**config.mk**
```make
export PLATFORM = sky130hd
export DESIGN_NAME = sdmb_core
export DESIGN_NICKNAME = d
export VERILOG_FILES = /design/src/common/sdmb_pkg.sv /design/src/rtl/sdmb_fifo.sv /design/src/rtl/sdmb_core.sv
export SDC_FILE = /design/constraint.sdc
export NUM_CORES = 1
export LEC_CHECK = 0
export BUFFER_PORTS_ARGS = -buffer_cell sky130_fd_sc_hd__buf_2
export CAP_MARGIN = 5
export CORE_MARGIN = 10
export CORE_UTILIZATION = 45
export CTS_CLUSTER_DIAMETER = 50
export DETAILED_ROUTE_END_ITERATION = 10
export MAX_ROUTING_LAYER = met4
export PLACE_DENSITY_LB_ADDON = 0.08
export SYNTH_ARGS = -nofsm -noshare
export SYNTH_HDL_FRONTEND = slang
export SYNTH_SLANG_ARGS = --single-unit
export TNS_END_PERCENT = 30
```
**constraint.sdc**
```tcl
create_clock -name clk_i -period 6.6 [get_ports clk_i]
set_input_delay 0.66 -clock clk_i [delete_from_list [all_inputs] [get_ports clk_i]]
set_output_delay 0.66 -clock clk_i [all_outputs]
set_load 0.02 [all_outputs]
```
**src/common/sdmb_pkg.sv**
```systemverilog
// Purpose: Shared constants, command codes and carriers for the SDRAM command front end.
// Assumes: 16-bit data organization, four banks, one 20 MHz clock.
// Notes: Field positions follow the mode word layout on the address and bank inputs.
`default_nettype none
package sdmb_pkg;
  localparam int ROW_W = 13;
  localparam int COL_W = 10;
  localparam int BANK_W = 2;
  localparam int NBANK = 4;
  localparam int DQ_W = 16;
  localparam int MODE_W = 14;
  localparam int FIFO_DEPTH = 16;
  localparam int RD_PIPE = 3;
  // Mode word fields.
  localparam int BL_LSB = 0;
  localparam int BO_BIT = 3;
  localparam int RL_LSB = 4;
  localparam int OPM_LSB = 7;
  localparam int WS_BIT = 9;
  localparam int RSEL_LSB = 12;
  localparam int PSCOPE_BIT = 10;
  // The real part powers up unknown; reset gives latency 2 and single-beat bursts.
  localparam logic [MODE_W-1:0] MODE_RESET = 14'h0020;
  localparam logic [2:0] BL_1 = 3'h0;
  localparam logic [2:0] BL_2 = 3'h1;
  localparam logic [2:0] BL_4 = 3'h2;
  localparam logic [2:0] BL_8 = 3'h3;
  localparam logic [2:0] BL_FULL = 3'h7;
  localparam logic [2:0] RL_3 = 3'h3;
  localparam logic [1:0] RSEL_MAIN = 2'h0;
  localparam logic [COL_W-1:0] COL_ONE = 10'h001;
  localparam logic [COL_W-1:0] COL_ZERO = 10'h000;
  typedef enum logic [2:0] {
    CMD_LMR = 3'h0,
    CMD_REF = 3'h1,
    CMD_PRE = 3'h2,
    CMD_ACT = 3'h3,
    CMD_WR = 3'h4,
    CMD_RD = 3'h5,
    CMD_BST = 3'h6,
    CMD_NOP = 3'h7
  } sdmb_cmd_t;
  typedef struct packed {
    logic cke;
    logic cs_n;
    logic ras_n;
    logic cas_n;
    logic we_n;
    logic bank_select_high;
    logic bank_select_low;
    logic [ROW_W-1:0] addr;
    logic dqm;
    logic [DQ_W-1:0] dq;
  } sdmb_pins_t;
  typedef struct packed {
    logic write;
    logic mask;
    logic [BANK_W-1:0] bank;
    logic [ROW_W-1:0] row;
    logic [COL_W-1:0] col;
    logic [DQ_W-1:0] data;
  } sdmb_access_t;
  localparam int ACC_W = $bits(sdmb_access_t);
endpackage : sdmb_pkg
`default_nettype wire

```
**src/rtl/sdmb_fifo.sv**
```systemverilog
// Purpose: Synchronous FIFO carrying column accesses toward the array.
// Assumes: One clock, synchronous active-high reset.
// Notes: Full and empty come from an occupancy count, so both are exact.
`default_nettype none
module sdmb_fifo #(
  parameter int WIDTH = 8,
  parameter int DEPTH = 16
) (
  input wire logic clk_i,
  input wire logic rst_i,
  input wire logic in_valid_i,
  output logic in_ready_o,
  input wire logic [WIDTH-1:0] in_data_i,
  output logic out_valid_o,
  input wire logic out_ready_i,
  output logic [WIDTH-1:0] out_data_o
);
  localparam int AW = $clog2(DEPTH);
  logic [WIDTH-1:0] mem [DEPTH];
  logic [AW-1:0] wr_ptr, rd_ptr, next_wr_ptr, next_rd_ptr;
  logic [AW:0] count, next_count;
  logic push, pop;

  always_comb begin
    in_ready_o = (count != DEPTH[AW:0]);
    out_valid_o = (count != '0);
    out_data_o = mem[rd_ptr];
    push = in_valid_i && in_ready_o;
    pop = out_valid_o && out_ready_i;
    next_wr_ptr = push ? wr_ptr + 1'b1 : wr_ptr;
    next_rd_ptr = pop ? rd_ptr + 1'b1 : rd_ptr;
    next_count = count + {{AW{1'b0}}, push} - {{AW{1'b0}}, pop};
  end

  always_ff @(posedge clk_i) begin
    if (push) begin
      mem[wr_ptr] <= in_data_i;
    end
    if (rst_i) begin
      wr_ptr <= '0;
      rd_ptr <= '0;
      count <= '0;
    end else begin
      wr_ptr <= next_wr_ptr;
      rd_ptr <= next_rd_ptr;
      count <= next_count;
    end
  end
endmodule : sdmb_fifo
`default_nettype wire

```
**src/rtl/sdmb_core.sv**
```systemverilog
// Purpose: Device-side command decoder, mode storage, bank tracking and burst generator.
// Assumes: Controller inputs are synchronous to clk_i; the array drains acc_o.
// Notes: Each burst beat becomes one access record; reads return on dq_o by latency.
// Operation
// - All inputs sampled on rising clock edge.
// - ACTIVE latches bank select and row address.
// - READ/WRITE start column from low address bits.
// - Mode registers loaded before operational commands.
// - Mode word kept until rewritten.
// - Mode word decoded into five fields; the core decodes four, and the operating mode bits at OPM_LSB are not used.
// - Burst length limits column accesses per command.
// - Sequential full-page burst ends by terminate.
// - Burst wraps inside aligned length block.
// - Mode bit three selects interleaved order.
// - Order depends on length, type, start.
// - Read latency two or three clocks.
// - Write single bit forces one-location writes.
// - Address bit ten selects precharge scope.
`default_nettype none
module sdmb_core
  import sdmb_pkg::*;
(
  input wire logic clk_i,
  input wire logic rst_i,
  input wire sdmb_pkg::sdmb_pins_t pins_i,
  output logic [sdmb_pkg::DQ_W-1:0] dq_o,
  output logic dq_oe_o,
  output sdmb_pkg::sdmb_access_t acc_o,
  output logic acc_valid_o,
  input wire logic acc_ready_i,
  input wire logic [sdmb_pkg::DQ_W-1:0] rdata_i,
  output logic [sdmb_pkg::MODE_W-1:0] mode_o,
  output logic all_idle_o
);
  import sdmb_pkg::*;

  typedef enum logic [1:0] {
    ST_IDLE = 2'b01,
    ST_BURST = 2'b10
  } sdmb_state_t;

  sdmb_state_t state, next_state;
  sdmb_cmd_t cmd;
  logic [MODE_W-1:0] operating_mode_settings, next_mode;
  logic [NBANK-1:0] open, next_open;
  logic [ROW_W-1:0] open_row [NBANK];
  logic [ROW_W-1:0] next_row [NBANK];
  logic [COL_W-1:0] cnt, next_cnt, start, next_start, cur_mask, new_mask;
  logic [2:0] blen, next_blen;
  logic [BANK_W-1:0] bank, next_bank, pin_bank;
  logic wr, next_wr, ap, next_ap, il, next_il;
  logic [RD_PIPE-1:0] rd_pipe, next_rd_pipe, msk_pipe, next_msk_pipe;
  logic [DQ_W-1:0] next_dq;
  logic rw_cmd, beat_valid, accept, in_ready, rl3, new_last, cur_last;
  logic [2:0] new_bl;
  sdmb_access_t beat;

  function automatic logic [COL_W-1:0] bl_mask(input logic [2:0] code);
    logic [COL_W-1:0] m;
    m = COL_ZERO;
    unique case (code)
      BL_2: m = 10'h001;
      BL_4: m = 10'h003;
      BL_8: m = 10'h007;
      BL_FULL: m = 10'h3ff;
      default: m = COL_ZERO;
    endcase
    return m;
  endfunction : bl_mask

  // Low bits walk inside the block; upper bits stay put, which gives the wrap.
  function automatic logic [COL_W-1:0] beat_col(input logic [COL_W-1:0] s,
      input logic [COL_W-1:0] n, input logic [COL_W-1:0] m, input logic inter);
    logic [COL_W-1:0] low;
    low = inter ? ((s ^ n) & m) : ((s + n) & m);
    return (s & ~m) | low;
  endfunction : beat_col

  always_comb begin
    cmd = (pins_i.cke && !pins_i.cs_n) ?
        sdmb_cmd_t'({pins_i.ras_n, pins_i.cas_n, pins_i.we_n}) : CMD_NOP;
    pin_bank = {pins_i.bank_select_high, pins_i.bank_select_low};
    rw_cmd = (cmd == CMD_RD) || (cmd == CMD_WR);
    rl3 = (operating_mode_settings[RL_LSB +: 3] == RL_3);
    // Continuous page is sequential only; interleave is ignored there.
    new_bl = operating_mode_settings[BL_LSB +: 3];
    if ((cmd == CMD_WR) && operating_mode_settings[WS_BIT]) begin
      new_bl = BL_1;
    end
    new_mask = bl_mask(new_bl);
    cur_mask = bl_mask(blen);
    new_last = (new_mask == COL_ZERO);
    cur_last = (cnt == cur_mask) && (blen != BL_FULL);
    beat = '0;
    beat_valid = 1'b0;
    if (rw_cmd) begin
      beat_valid = 1'b1;
      beat.write = (cmd == CMD_WR);
      beat.bank = pin_bank;
      beat.row = open_row[pin_bank];
      beat.col = pins_i.addr[COL_W-1:0];
    end else if (state == ST_BURST) begin
      beat_valid = 1'b1;
      beat.write = wr;
      beat.bank = bank;
      beat.row = open_row[bank];
      beat.col = beat_col(start, cnt, cur_mask, il && (blen != BL_FULL));
    end
    beat.mask = pins_i.dqm;
    beat.data = pins_i.dq;
    accept = beat_valid && in_ready;
  end

  always_comb begin
    next_state = state;
    next_cnt = cnt;
    next_start = start;
    next_blen = blen;
    next_bank = bank;
    next_wr = wr;
    next_ap = ap;
    next_il = il;
    next_open = open;
    next_mode = operating_mode_settings;
    for (int b = 0; b < NBANK; b++) begin
      next_row[b] = open_row[b];
    end
    unique case (cmd)
      CMD_ACT: begin
        next_open[pin_bank] = 1'b1;
        next_row[pin_bank] = pins_i.addr;
      end
      CMD_PRE: begin
        if (pins_i.addr[PSCOPE_BIT]) begin
          next_open = '0;
        end else begin
          next_open[pin_bank] = 1'b0;
        end
        next_state = ST_IDLE;
      end
      CMD_BST: next_state = ST_IDLE;
      CMD_LMR: begin
        // The extended register select is not kept here; only the main word is.
        if (pin_bank == RSEL_MAIN) begin
          next_mode = {pin_bank, pins_i.addr[RSEL_LSB-1:0]};
        end
      end
      CMD_RD, CMD_WR: begin
        next_start = pins_i.addr[COL_W-1:0];
        next_blen = new_bl;
        next_bank = pin_bank;
        next_wr = (cmd == CMD_WR);
        next_ap = pins_i.addr[PSCOPE_BIT];
        next_il = operating_mode_settings[BO_BIT];
        next_cnt = accept ? COL_ONE : COL_ZERO;
        next_state = (accept && new_last) ? ST_IDLE : ST_BURST;
        if (accept && new_last && pins_i.addr[PSCOPE_BIT]) begin
          next_open[pin_bank] = 1'b0;
        end
      end
      default: begin
        if ((state == ST_BURST) && accept) begin
          if (cur_last) begin
            next_state = ST_IDLE;
            if (ap) begin
              next_open[bank] = 1'b0;
            end
          end else begin
            next_cnt = cnt + COL_ONE;
          end
        end
      end
    endcase
  end

  // Read beats ride a latency pipe; dqm at the beat masks the drive.
  always_comb begin
    next_rd_pipe = {rd_pipe[RD_PIPE-2:0], accept && !beat.write};
    next_msk_pipe = {msk_pipe[RD_PIPE-2:0], beat.mask};
    next_dq = dq_o;
    if (rl3 ? rd_pipe[1] : rd_pipe[0]) begin
      next_dq = rdata_i;
    end
    dq_oe_o = rl3 ? (rd_pipe[2] && !msk_pipe[2]) : (rd_pipe[1] && !msk_pipe[1]);
    mode_o = operating_mode_settings;
    all_idle_o = (open == '0);
  end

  always_ff @(posedge clk_i) begin
    if (rst_i) begin
      state <= ST_IDLE;
      cnt <= COL_ZERO;
      start <= COL_ZERO;
      blen <= BL_1;
      bank <= '0;
      wr <= 1'b0;
      ap <= 1'b0;
      il <= 1'b0;
      open <= '0;
      operating_mode_settings <= MODE_RESET;
      rd_pipe <= '0;
      msk_pipe <= '0;
      dq_o <= '0;
      for (int b = 0; b < NBANK; b++) begin
        open_row[b] <= '0;
      end
    end else begin
      state <= next_state;
      cnt <= next_cnt;
      start <= next_start;
      blen <= next_blen;
      bank <= next_bank;
      wr <= next_wr;
      ap <= next_ap;
      il <= next_il;
      open <= next_open;
      operating_mode_settings <= next_mode;
      rd_pipe <= next_rd_pipe;
      msk_pipe <= next_msk_pipe;
      dq_o <= next_dq;
      for (int b = 0; b < NBANK; b++) begin
        open_row[b] <= next_row[b];
      end
    end
  end

  // A full FIFO stalls the burst counter, so the array can apply back-pressure.
  sdmb_fifo #(
    .WIDTH(ACC_W),
    .DEPTH(FIFO_DEPTH)
  ) u_fifo (
    .clk_i(clk_i),
    .rst_i(rst_i),
    .in_valid_i(beat_valid),
    .in_ready_o(in_ready),
    .in_data_i(beat),
    .out_valid_o(acc_valid_o),
    .out_ready_i(acc_ready_i),
    .out_data_o(acc_o)
  );
endmodule : sdmb_core
`default_nettype wire

```
**Yosys cells after proc, flatten, opt, wreduce, memory -nomap -nowiden**

Memories as Yosys holds them, arrays and structs flattened. A register that Yosys moved wholly into a read port is not among the register bits.
Cells that the tools add are included.

- Register bits after elaboration: 83
- Bits in writable memories: 740
- Bits of input ports: 56
- Output and inout bits: 76
- Word-level logic and storage cells: 157
- Memories kept: 2

- Add/sub/neg operators: 6
- $lt $le $gt $ge: 6
- Eq/ne operators: 20
- Multiplexer cells: 48
- Bitwise logic cells: 19
- Reductions and logical operators: 40

Memory list:

| name | depth | bits a word | rd ports | clocked after Yosys merged registers in | write ports | line | text |
|---|---|---|---|---|---|---|---|
| u_fifo.mem | 16 | 43 | 1 | 1 | 1 | sdmb_fifo.sv:19 | `logic [WIDTH-1:0] mem [DEPTH];` |
| open_row | 4 | 13 | 6 | 1 | 4 | sdmb_core.sv:46 | `logic [ROW_W-1:0] open_row [NBANK];` |

Operators by type and width:

| cell | count |
|---|---|
| 10-bit one-hot mux with 4 select lines | 2 |
| 13-bit two-way mux | 5 |
| 52-bit bitwise mux | 1 |
| 52-bit two-way mux | 1 |
| 25-bit two-way mux | 2 |
| 10-bit AND | 3 |
| 10-bit two-way mux | 3 |
| 4-bit two-way mux | 7 |
| 13-bit demux with 2-bit select | 1 |
| 3-bit by 2-bit == test with 1-bit output (second input constant) | 7 |
| 10-bit one-hot mux with 2 select lines | 1 |
| 4-bit one-hot mux with 4 select lines | 1 |
| 3-bit == test (second input constant) | 5 |
| 1-bit logical AND | 15 |
| 1-bit two-way mux | 14 |
| 4-bit nonzero test | 3 |
| 10-bit by 1-bit adder with 10-bit output (second input constant) | 1 |
| 10-bit adder | 1 |
| 10-bit == test | 1 |
| 10-bit logical NOT | 1 |
| 2-bit two-way mux | 5 |
| 10-bit inverter | 1 |
| 10-bit bitwise OR | 1 |
| 10-bit XOR | 1 |
| 35 further kinds | 56 |

**Depth between registers and ports, before layout**

Gate-level depths: netlist of the first run.

- Depth after elaboration: 13
- Mapped depth: 15

**Cells and area by module**

Synthesis of the first run repeated with hierarchy kept, for this count alone.

- Cell total of the unflattened synthesis: 1,883
- Area total of the unflattened synthesis: 33,040.4 sq um

By module, submodules not included:

| module | instances | cells an instance | area an instance (sq um) | sequential area each (sq um) |
|---|---|---|---|---|
| sdmb_fifo | 1 | 1,160 | 26,601.8 | 21,000.1 |
| sdmb_core | 1 | 723 | 6,438.7 | 2,482.4 |

**Worst setup path before layout of the first run**

No wires, ideal clock.

- Kind: in2reg
- Start point: input pins_i[35] (netlist name)
- End point: memory u_fifo.mem[3][0] (netlist name) (enable)
- Setup time: 0.497 ns
- Data arrival time: 4.818 ns
- Slack: 1.286 ns
- Stages on the path: 7
- Path buffers: 2
- Cells stage by stage: nand2b_1 -> buf_2 -> or2_2 -> clkbuf_1 -> a21oi_2 -> nand2_1 -> nor3_1

- Cells in the longest elaborated chain, start to end: 9

RTL lines:

| item | line | text |
|---|---|---|
| start: declaration | sdmb_core.sv:25 | `input wire sdmb_pkg::sdmb_pins_t pins_i,` |
| 1-bit logical NOT * | sdmb_core.sv:80 | `cmd = (pins_i.cke && !pins_i.cs_n) ?` |
| 1-bit logical AND * | sdmb_core.sv:80 |  |
| 3-bit two-way mux * | sdmb_core.sv:80 |  |
| 3-bit == test | sdmb_core.sv:83 | `rw_cmd = (cmd == CMD_RD) \|\| (cmd == CMD_WR);` |
| 1-bit logical OR * | sdmb_core.sv:83 |  |
| 1-bit two-way mux * | sdmb_core.sv:96 | `if (rw_cmd) begin` |
| 1-bit logical AND * | n/a |  |
| net accept | sdmb_core.sv:54 | `logic rw_cmd, beat_valid, accept, in_ready, rl3, new_last, cur_last;` |
| 1-bit two-way mux * | sdmb_fifo.sv:36 | `if (push) begin` |
| 1-bit two-way mux (implied by the code) * | sdmb_fifo.sv:37 | `mem[wr_ptr] <= in_data_i;` |
| end: declaration | sdmb_fifo.sv:19 |  |

Mark *: on every way through the listed nets, which the timed path passes. The rest lies on a longest branch.

==> results of run 1 <==
## layer usage
| layer | vias to the layer above | track usage | routed length (um) |
|---|---|---|---|
| li1 | 7387 | - | - |
| met3 | 129 | 0.03437 | 3451 |
| met2 | 423 | 0.2917 | 36560 |
| met1 | 8930 | 0.2570 | 34560 |
| met4 | 0 | 0.04910 | 1621 |
| met5 | - | - | 0 |
## cells in the mapped netlist, drive strengths merged (3+ instances only)
library cell | n | area share
nor2 | 98 | 0.011
ha | 21 | 0.0080
and3 | 5 | 0.00096
o22ai | 3 | 0.00057
and4 | 3 | 0.00080
xnor2 | 8 | 0.0021
a22o | 13 | 0.0035
nor3b | 3 | 0.00069
a211oi | 4 | 0.00092
nand4 | 3 | 0.00057
or3 | 5 | 0.00096
o31ai | 4 | 0.00092
nor2b | 8 | 0.0015
clkbuf | 72 | 0.0083
nand2 | 113 | 0.013
nand2b | 8 | 0.0015
mux4 | 241 | 0.17
nor3 | 12 | 0.0018
dfxtp | 141 | 0.086
a21oi | 71 | 0.011
o21ai | 17 | 0.0026
a31oi | 5 | 0.00096
inv | 21 | 0.0024
or4 | 5 | 0.0011
buf | 25 | 0.0034
mux2i | 67 | 0.020
nand3 | 19 | 0.0029
edfxtp | 688 | 0.63
xor2 | 8 | 0.0021
a21o | 5 | 0.0011
nor4 | 6 | 0.0015
## metrics by stage
stage	power, mW	hold WS [ns]
floorplan	7.191	0.4138
global placement	7.777	0.4455
detailed placement	7.782	0.4238
CTS	13.07	0.2131
global route	13.38	0.2174
finish	12.89	0.2533
## registers in the layout, indices dropped and copies added, names as in the netlist, 5 cells and up, named ones only
register,count
cnt,10
dq_o,16
mode_o,14
open_row,52
start,10
u_fifo.count,5
u_fifo.mem,688
## power by group through the flow
stage	Combinational [mW]	Sequential [mW]	Clock [mW]
global route	1.97	5.79	5.62
global placement	1.88	5.89	0
finish	1.83	5.78	5.28
CTS	1.89	5.79	5.40
detailed placement	1.89	5.90	0
floorplan	1.40	5.79	0
## layout make-up
| type | count | area share |
|---|---|---|
| Sequential cell | 829 | 0.6192 |
| Multi-Input combinational cell | 790 | 0.2358 |
| Clock buffer | 133 | 0.07165 |
| Tap cell | 950 | 0.03133 |
| Timing Repair Buffer | 173 | 0.02664 |
| Clock inverter | 50 | 0.01326 |
| Inverter | 21 | 0.002077 |
| Antenna cell | 1 | 0.00006595 |
## worst min-delay path, stage by stage
cell	delay [ns]
buf_2	0.08
mux2i_1	0.05
nor2_1	0.07
## cell families after synthesis
| family | share of synthesized area |
|---|---|
| AO/OA/AOI/OAI | 0.02739 |
| XOR/XNOR | 0.004279 |
| adder cells (fa/ha/maj) | 0.009244 |
| buffers and inverters | 0.01410 |
| flip-flops | 0.7169 |
| multiplexers | 0.1865 |
| AND/OR/NAND/NOR | 0.04152 |
## path summary, 6_finish.rpt
path | start | end | slack (ns)
max reg2reg | u_fifo.count[2] | u_fifo.mem[9][14] | 3.00
max | flop | acc_o[15] | 2.43
min | rdata_i[4] | dq_o[4] | 0.25
min reg2reg | msk_pipe[0] | msk_pipe[1] | 0.45
==> summary.txt, run 1 <==
Global route
  – Global-route wire length before repair: 114,400 um
  – Initial antenna violation count: 3
  – Largest net degree at the start of global routing: 92
  – Vias in the first global route: 17,700
  – GR Overflow Total: 0
  – GRT Total Usage: 0.1886

Synth
  – Net Count, Synth: 1,816
  – Syn avg cell area: 18.86 um2
  – Mapped Cells: 1,737
  – Post-Syn Area: 32,750 um2
  – Main flop type after synthesis: edfxtp_1
  – FFs w/ async S/R, synth: 0
  – Unique masters post-synth: 59
  – Post-synth EDFFs: 688
  – Seq cells post-synth: 829
  – Sequential area share after synthesis: 0.7169
  – Ys Warns: 0

Critical path
  – WP buf/inv: 2
  – Worst EP arrival: 3.51 ns
  – WP data required: 5.94 ns
  – Path depth of the worst reg2reg path: 8
  – Crit path max-delay family: multiplexers
  – Largest stage delay on the critical path: 0.87 ns
  – Setup CP Type: reg -> out
  – Worst-path fanout max: 36
  – Crit-path slowest cell: dfxtp_4
  – Critical path endpoint category: output pin
  – Critical path launch point type: flop
  – Ordered list of cells on the worst path: buf_4 > mux4_2 > mux4_2 > buf_2
  – CP most frequent cell: mux4_2
  – Instance count on the critical path: 4

Routing
  – Routed WL per cell: 25.85 um
  – Vias per std cell: 5.724
  – Routed wire length: 76,190 um
  – Iteration-0 DRC Markers: 1,236
  – DRC viols: 0
  – Vias: 16,869
  – Antenna Violating Nets Remaining: 0
  – DR pass1 iterations: 5

STA
  – Final hold violation count: 0
  – RSZ-0062 raised after global routing: false
  – Fin crit share: 0.6324
  – Worst Setup Slack, final: 2.426 ns
  – Fin crit period: 4.174 ns
  – Slew margin rel.: 0.1760
  – Slew @ Worst Pin: 1.233 ns
  – Final setup vio count: 0
  – Total negative slack: 0 ns
  – Max-slew violation count: 0
  – Worst Clk Skew: 0.02420 ns
  – Fmax: 239.6 MHz

Min path
  – Hold Path Depth: 3
  – Hold Crit Class: in -> reg

Cells and area
  – FF+latch area: 23,500 um2
  – Final instance area: 37,950 um2
  – Layout cell share with drive strength beyond 1: 0.2976
  – Commonest non-fill, non-tap cells in the layout: edfxtp_1, mux4_2, dfxtp_1
  – Layout Cells excl Fill: 2,947
  – # nets final: 1,992
  – Most common cell after layout, fill and taps aside: edfxtp_1
  – Area Overhead vs Synth: 15.85%
  – Final Util: 0.5281
  – Filler cells: 5,870
  – Multi-input gate area: 8947 um2

Placement
  – I/O Buffers: 131
  – Post-DP Area: 34,720 um2
  – Total placed cells including tap cells: 2,763
  – Pre-CTS setup slack: 2.005 ns
  – RePlAce Congestion: 0.7936
  – Dpl hpwl: 45,200 um

Run status
  – Outcome: finished, final reports clean

Floorplanning
  – Ports: 132
  – Die area: 83,980 um2
  – Row Count: 98
  – Chip width: 289.8 um
  – Initial Util: 0.4558
  – Core Region: 71,850 um2
  – Die height: 289.8 um

Clocking
  – Hold_buf cts: 0
  – Clock transition at path regs: 0.06 ns
  – H-tree Lvls: 3
  – CTS sink cnt: 829
  – Clk_lat worst skew: 0.64 ns
  – Number of setup buffers added after CTS: 0
  – Num CTS Buffers: 98
  – TritonCTS clock tree: built
  – Bufs on Longest Clock Path: 3
  – CTS Root Cell: clkbuf_16
  – CTS resizes: 0

Job
  – Maxcap violations: 0

Power
  – Comb power frac: 0.142
  – Seq pwr share: 0.448
  – Leakage: 12.47 nW
  – Peak supply drop: 0.2356 mV
  – Int Pwr: 9.710 mW
  – Clk pwr share: 0.409
  – Net Switching: 3.177 mW
  – Switching power share of the total: 0.2465
  – P per Cell Area: 339.6 nW/um2
Power figures use the tool's default switching activity.
==> run 2, diff against run 1 <==
Settings changed: ABC_AREA from default to 1.
Clock period 6.6 ns to 3.9 ns, I/O delays scaled along.
==> summary.txt, run 2 <==
Clocking
  – Clock transition at path regs: 0.06 ns (about the same)
  – Num CTS Buffers: 102 (was 98)
  – H-tree Lvls: 3 (unchanged)
  – TritonCTS clock tree: built (unchanged)
  – CTS sink cnt: 829 (unchanged)
  – Number of setup buffers added after CTS: 0 (unchanged)
  – Clk_lat worst skew: 0.65 ns (was 0.64 ns)
  – CTS Root Cell: clkbuf_16 (unchanged)
  – CTS resizes: 0 (unchanged)
  – Bufs on Longest Clock Path: 3 (unchanged)

STA
  – Fmax: 310.1 MHz
  – Max-slew violation count: 0 (unchanged)
  – Worst hold margin: 0.03964 ns (was 0.2533 ns)
  – Fin crit share: 0.8268
  – RSZ-0062 raised after global routing: false (unchanged)
  – Slew @ Worst Pin: 1.055 ns (was 1.233 ns)
  – Final setup vio count: 0 (unchanged)
  – Worst Clk Skew: 0.02023 ns (was 0.02420 ns)
  – Total negative slack: 0 ns (unchanged)
  – Final hold violation count: 0 (unchanged)
  – Worst Setup Slack, final: 0.6757 ns (was 2.426 ns)
  – Fin crit period: 3.224 ns
  – Slew margin rel.: 0.2965 (was 0.1760)

Placement
  – I/O Buffers: 131 (unchanged)
  – Pre-CTS setup slack: 0.8007 ns (was 2.005 ns)
  – RePlAce Congestion: 0.8685 (was 0.7936)
  – Dpl hpwl: 52,180 um (was 45,200 um)

Synth
  – Most common cell in the netlist: edfxtp_1 (unchanged)
  – Post-Syn Area: 34,400 um2 (was 32,750 um2)
  – Xor/xnor share of the synthesized area: 0.002037 (was 0.004278)
  – Post-Synth Simple-Gate Area: 0.05253 (was 0.04152)
  – Ys Warns: 0 (unchanged)
  – Synth Area in Compound Gates: 0.1460 (was 0.02739)
  – Syn avg cell area: 12.15 um2 (was 18.86 um2)
  – Mapped Cells: 2,832 (was 1,737)
  – Synth area leaders: edfxtp_1, dfxtp_1, o21ai_0, mux2i_1, a21oi_1 (was edfxtp_1, mux4_2, dfxtp_1, mux2i_1, nand2_1)
  – Largest family of logic cells by synthesized area: compound AO/OA/AOI/OAI gates (was multiplexers)
  – Post-synth top cells: edfxtp_1, o21ai_0, a21oi_1, inv_1, nand2_1 (was edfxtp_1, mux4_2, dfxtp_1, nand2_1, nor2_1)
  – Main flop type after synthesis: edfxtp_1 (unchanged)
  – Post-synth EDFFs: 688 (unchanged)
  – Mux share of post-synthesis cell area: 0.05005 (was 0.1865)
  – Seq cells post-synth: 829 (unchanged)
  – Adder-cell share of the synthesized area: 0.008803 (was 0.009244)
  – FFs w/ async S/R, synth: 0 (unchanged)
  – Net Count, Synth: 2,911 (was 1,816)
  – Sequential area share after synthesis: 0.6827 (was 0.7169)
  – Unique masters post-synth: 46 (was 59)
  – Post-synth top area cell: edfxtp_1 (unchanged)
  – Yosys top cell area share: 0.6006 (was 0.6308)

Floorplanning
  – Initial Util: 0.4536 (was 0.4558)
  – Core Region: 75,820 um2 (was 71,850 um2)
  – Ports: 132 (unchanged)
  – Die height: 296.5 um (was 289.8 um)
  – Row Count: 101 (was 98)
  – Die area: 87,890 um2 (was 83,980 um2)
  – Chip width: 296.5 um (was 289.8 um)

Power
  – Leakage: 14.08 nW (was 12.47 nW)
  – P per Cell Area: 577.4 nW/um2 (was 339.6 nW/um2)
  – Peak supply drop: 0.3061 mV (was 0.2356 mV)

Critical path
  – Setup CP Type: reg -> out (unchanged)
  – Crit-path slowest cell: dfxtp_4 (unchanged)
  – Critical path endpoint category: output pin (unchanged)
  – Crit path max-delay family: flip-flops (was multiplexers)
  – Worst-path fanout max: 29 (was 36)
  – WP data required: 3.51 ns (was 5.94 ns)
  – Critical path launch point type: flop (unchanged)
  – Worst EP arrival: 2.83 ns (was 3.51 ns)
  – Ordered list of cells on the worst path: buf_4 > mux2i_1 > o21ai_0 > o211ai_1 > nand2_1 > buf_2 (was buf_4 > mux4_2 > mux4_2 > buf_2)
  – WP buf/inv: 2 (unchanged)
  – Largest stage delay on the critical path: 0.70 ns (was 0.87 ns)

Cells and area
  – # nets final: 3,043 (was 1,992)
  – Largest regs: u_fifo.mem x688, open_row x52, dq_o x16 (unchanged)
  – Largest Register: u_fifo.mem (unchanged)
  – Max FFs per register: 688 (unchanged)
  – Area Overhead vs Synth: 15.54% (was 15.85%)
  – Layout cell share with drive strength beyond 1: 0.1351 (was 0.2976)
  – Most common cell after layout, fill and taps aside: edfxtp_1 (unchanged)
  – Commonest non-fill, non-tap cells in the layout: edfxtp_1, o21ai_0, a21oi_1 (was edfxtp_1, mux4_2, dfxtp_1)
  – Filler cells: 6,456 (was 5,870)

Job
  – Maxcap violations: 0 (unchanged)

Routing
  – Routed WL per cell: 22.31 um (was 25.85 um)
  – DRC viols: 0 (unchanged)
  – Met2 WL post-DR: 43,620 um (was 36,560 um)
  – Routed wire length: 89,880 um (was 76,190 um)
  – Vias: 22,209 (was 16,869)
  – Iteration-0 DRC Markers: 1,727 (was 1,236)
  – DR pass1 iterations: 5 (unchanged)
  – WL met3: 4620 um (was 3451 um)
  – Vias per std cell: 5.514 (was 5.724)
  – Top Metal Used: met4 (unchanged)
  – Antenna Violating Nets Remaining: 0 (unchanged)
  – Wire length on met1: 40,050 um (was 34,560 um)

Global route
  – Global-route wire length before repair: 135,400 um (was 114,400 um)
  – Largest net degree at the start of global routing: 173 (was 92)
  – Vias in the first global route: 22,208 (was 17,700)
  – GR Overflow Total: 0 (unchanged)
  – Initial antenna violation count: 1 (was 3)
  – GRT Total Usage: 0.2079 (was 0.1886)

Min path
  – Hold Crit Class: in -> reg (unchanged)

Run status
  – Outcome: finished, final reports clean (unchanged)
-- run 2: cell count changes in the layout (fill, tap and decap cells not counted), moves of 12 or more --
cell      previous run  this run
o21ai_0             13       350
inv_1               21       311
a21oi_1             69       315
mux4_2             241         0
o211ai_1             2       173
mux2i_1             66       172
nand2_1            112       215
nand3_1             19        93
nor2_1              85        52
o22ai_1              3        33
a22o_1              13         0
clkbuf_1            26        14
-- run 2: metrics by stage --
step	power, mW	std cells	area (um2)	util
floorplan	12.45	2832	34400	-
detailed placement	13.68	3837	36290	0.4787
finish	22.95	4028	39740	0.5242
CTS	23.19	4027	39740	0.5241
global route	23.92	4028	39740	0.5242
global placement	13.64	3837	36290	0.4787
-- run 2: routing by layer --
| layer | up-vias | GRT usage |
|---|---|---|
| li1 | 10565 | - |
| met1 | 10940 | 0.2696 |
| met2 | 595 | 0.3413 |
| met3 | 109 | 0.03096 |
| met4 | 0 | 0.05211 |
| met5 | - | - |
-- run 2: path summary, 6_finish.rpt --
path / slack [ns] / start / to / depth (start not counted)
min: 0.04 / rdata_i[1] / dq_o[1] / 3
max reg2reg: 1.24 / cnt[0] / u_fifo.mem[8][22] / 9
max: 0.68 / flop / acc_o[20] / 6
min reg2reg: 0.42 / msk_pipe[0] / msk_pipe[1] / 2
-- run 2: layout make-up --
class	instances	area, um2	share of cell area
diodes	1	2.502	0.00006296
clock buffers	122	2710	0.06819
clock inverters	67	725.7	0.01826
inverters	321	1212	0.03051
multi-input cells	1514	9052	0.2278
flip-flops and latches	829	23500	0.5912
well taps	978	1224	0.03079
repair buffers	196	1321	0.03325
-- run 2: cell families (layout without fill, tap and decap cells) --
family          after synthesis  count (layout)
flops                       829             829
compound gates              897             897
simple gates                414             414
other cells                   0               1
buf+inv                     489             706
fa+ha+maj                    23              23
mux                         172             172
xor+xnor                      8               8
-- run 2: repair_timing --
action | in CTS | in global routing
endpoints found under the setup margin | 0 | 0
endpoints found under the hold margin | 1 | 0
hold buffers | 1 | 0
-- run 2: report_power, final --
group / internal (mW) / total (mW) / switching (mW)
sequential: 9.60 / 9.69 / 0.0901
clock: 5.73 / 9.49 / 3.76
combinational: 1.25 / 3.77 / 2.51
total: 16.6 / 22.9 / 6.37
-- run 2: worst reg2reg max path: stages, from the launching register on --
cell and delay [ns]:
dfxtp_1 0.39, ha_1 0.29, fa_1 0.41, nand3_1 0.08, nand2_1 0.10, a21oi_1 0.17, xor2_1 0.15, nand2_1 0.06
o211ai_1 0.10, nand2_1 0.44
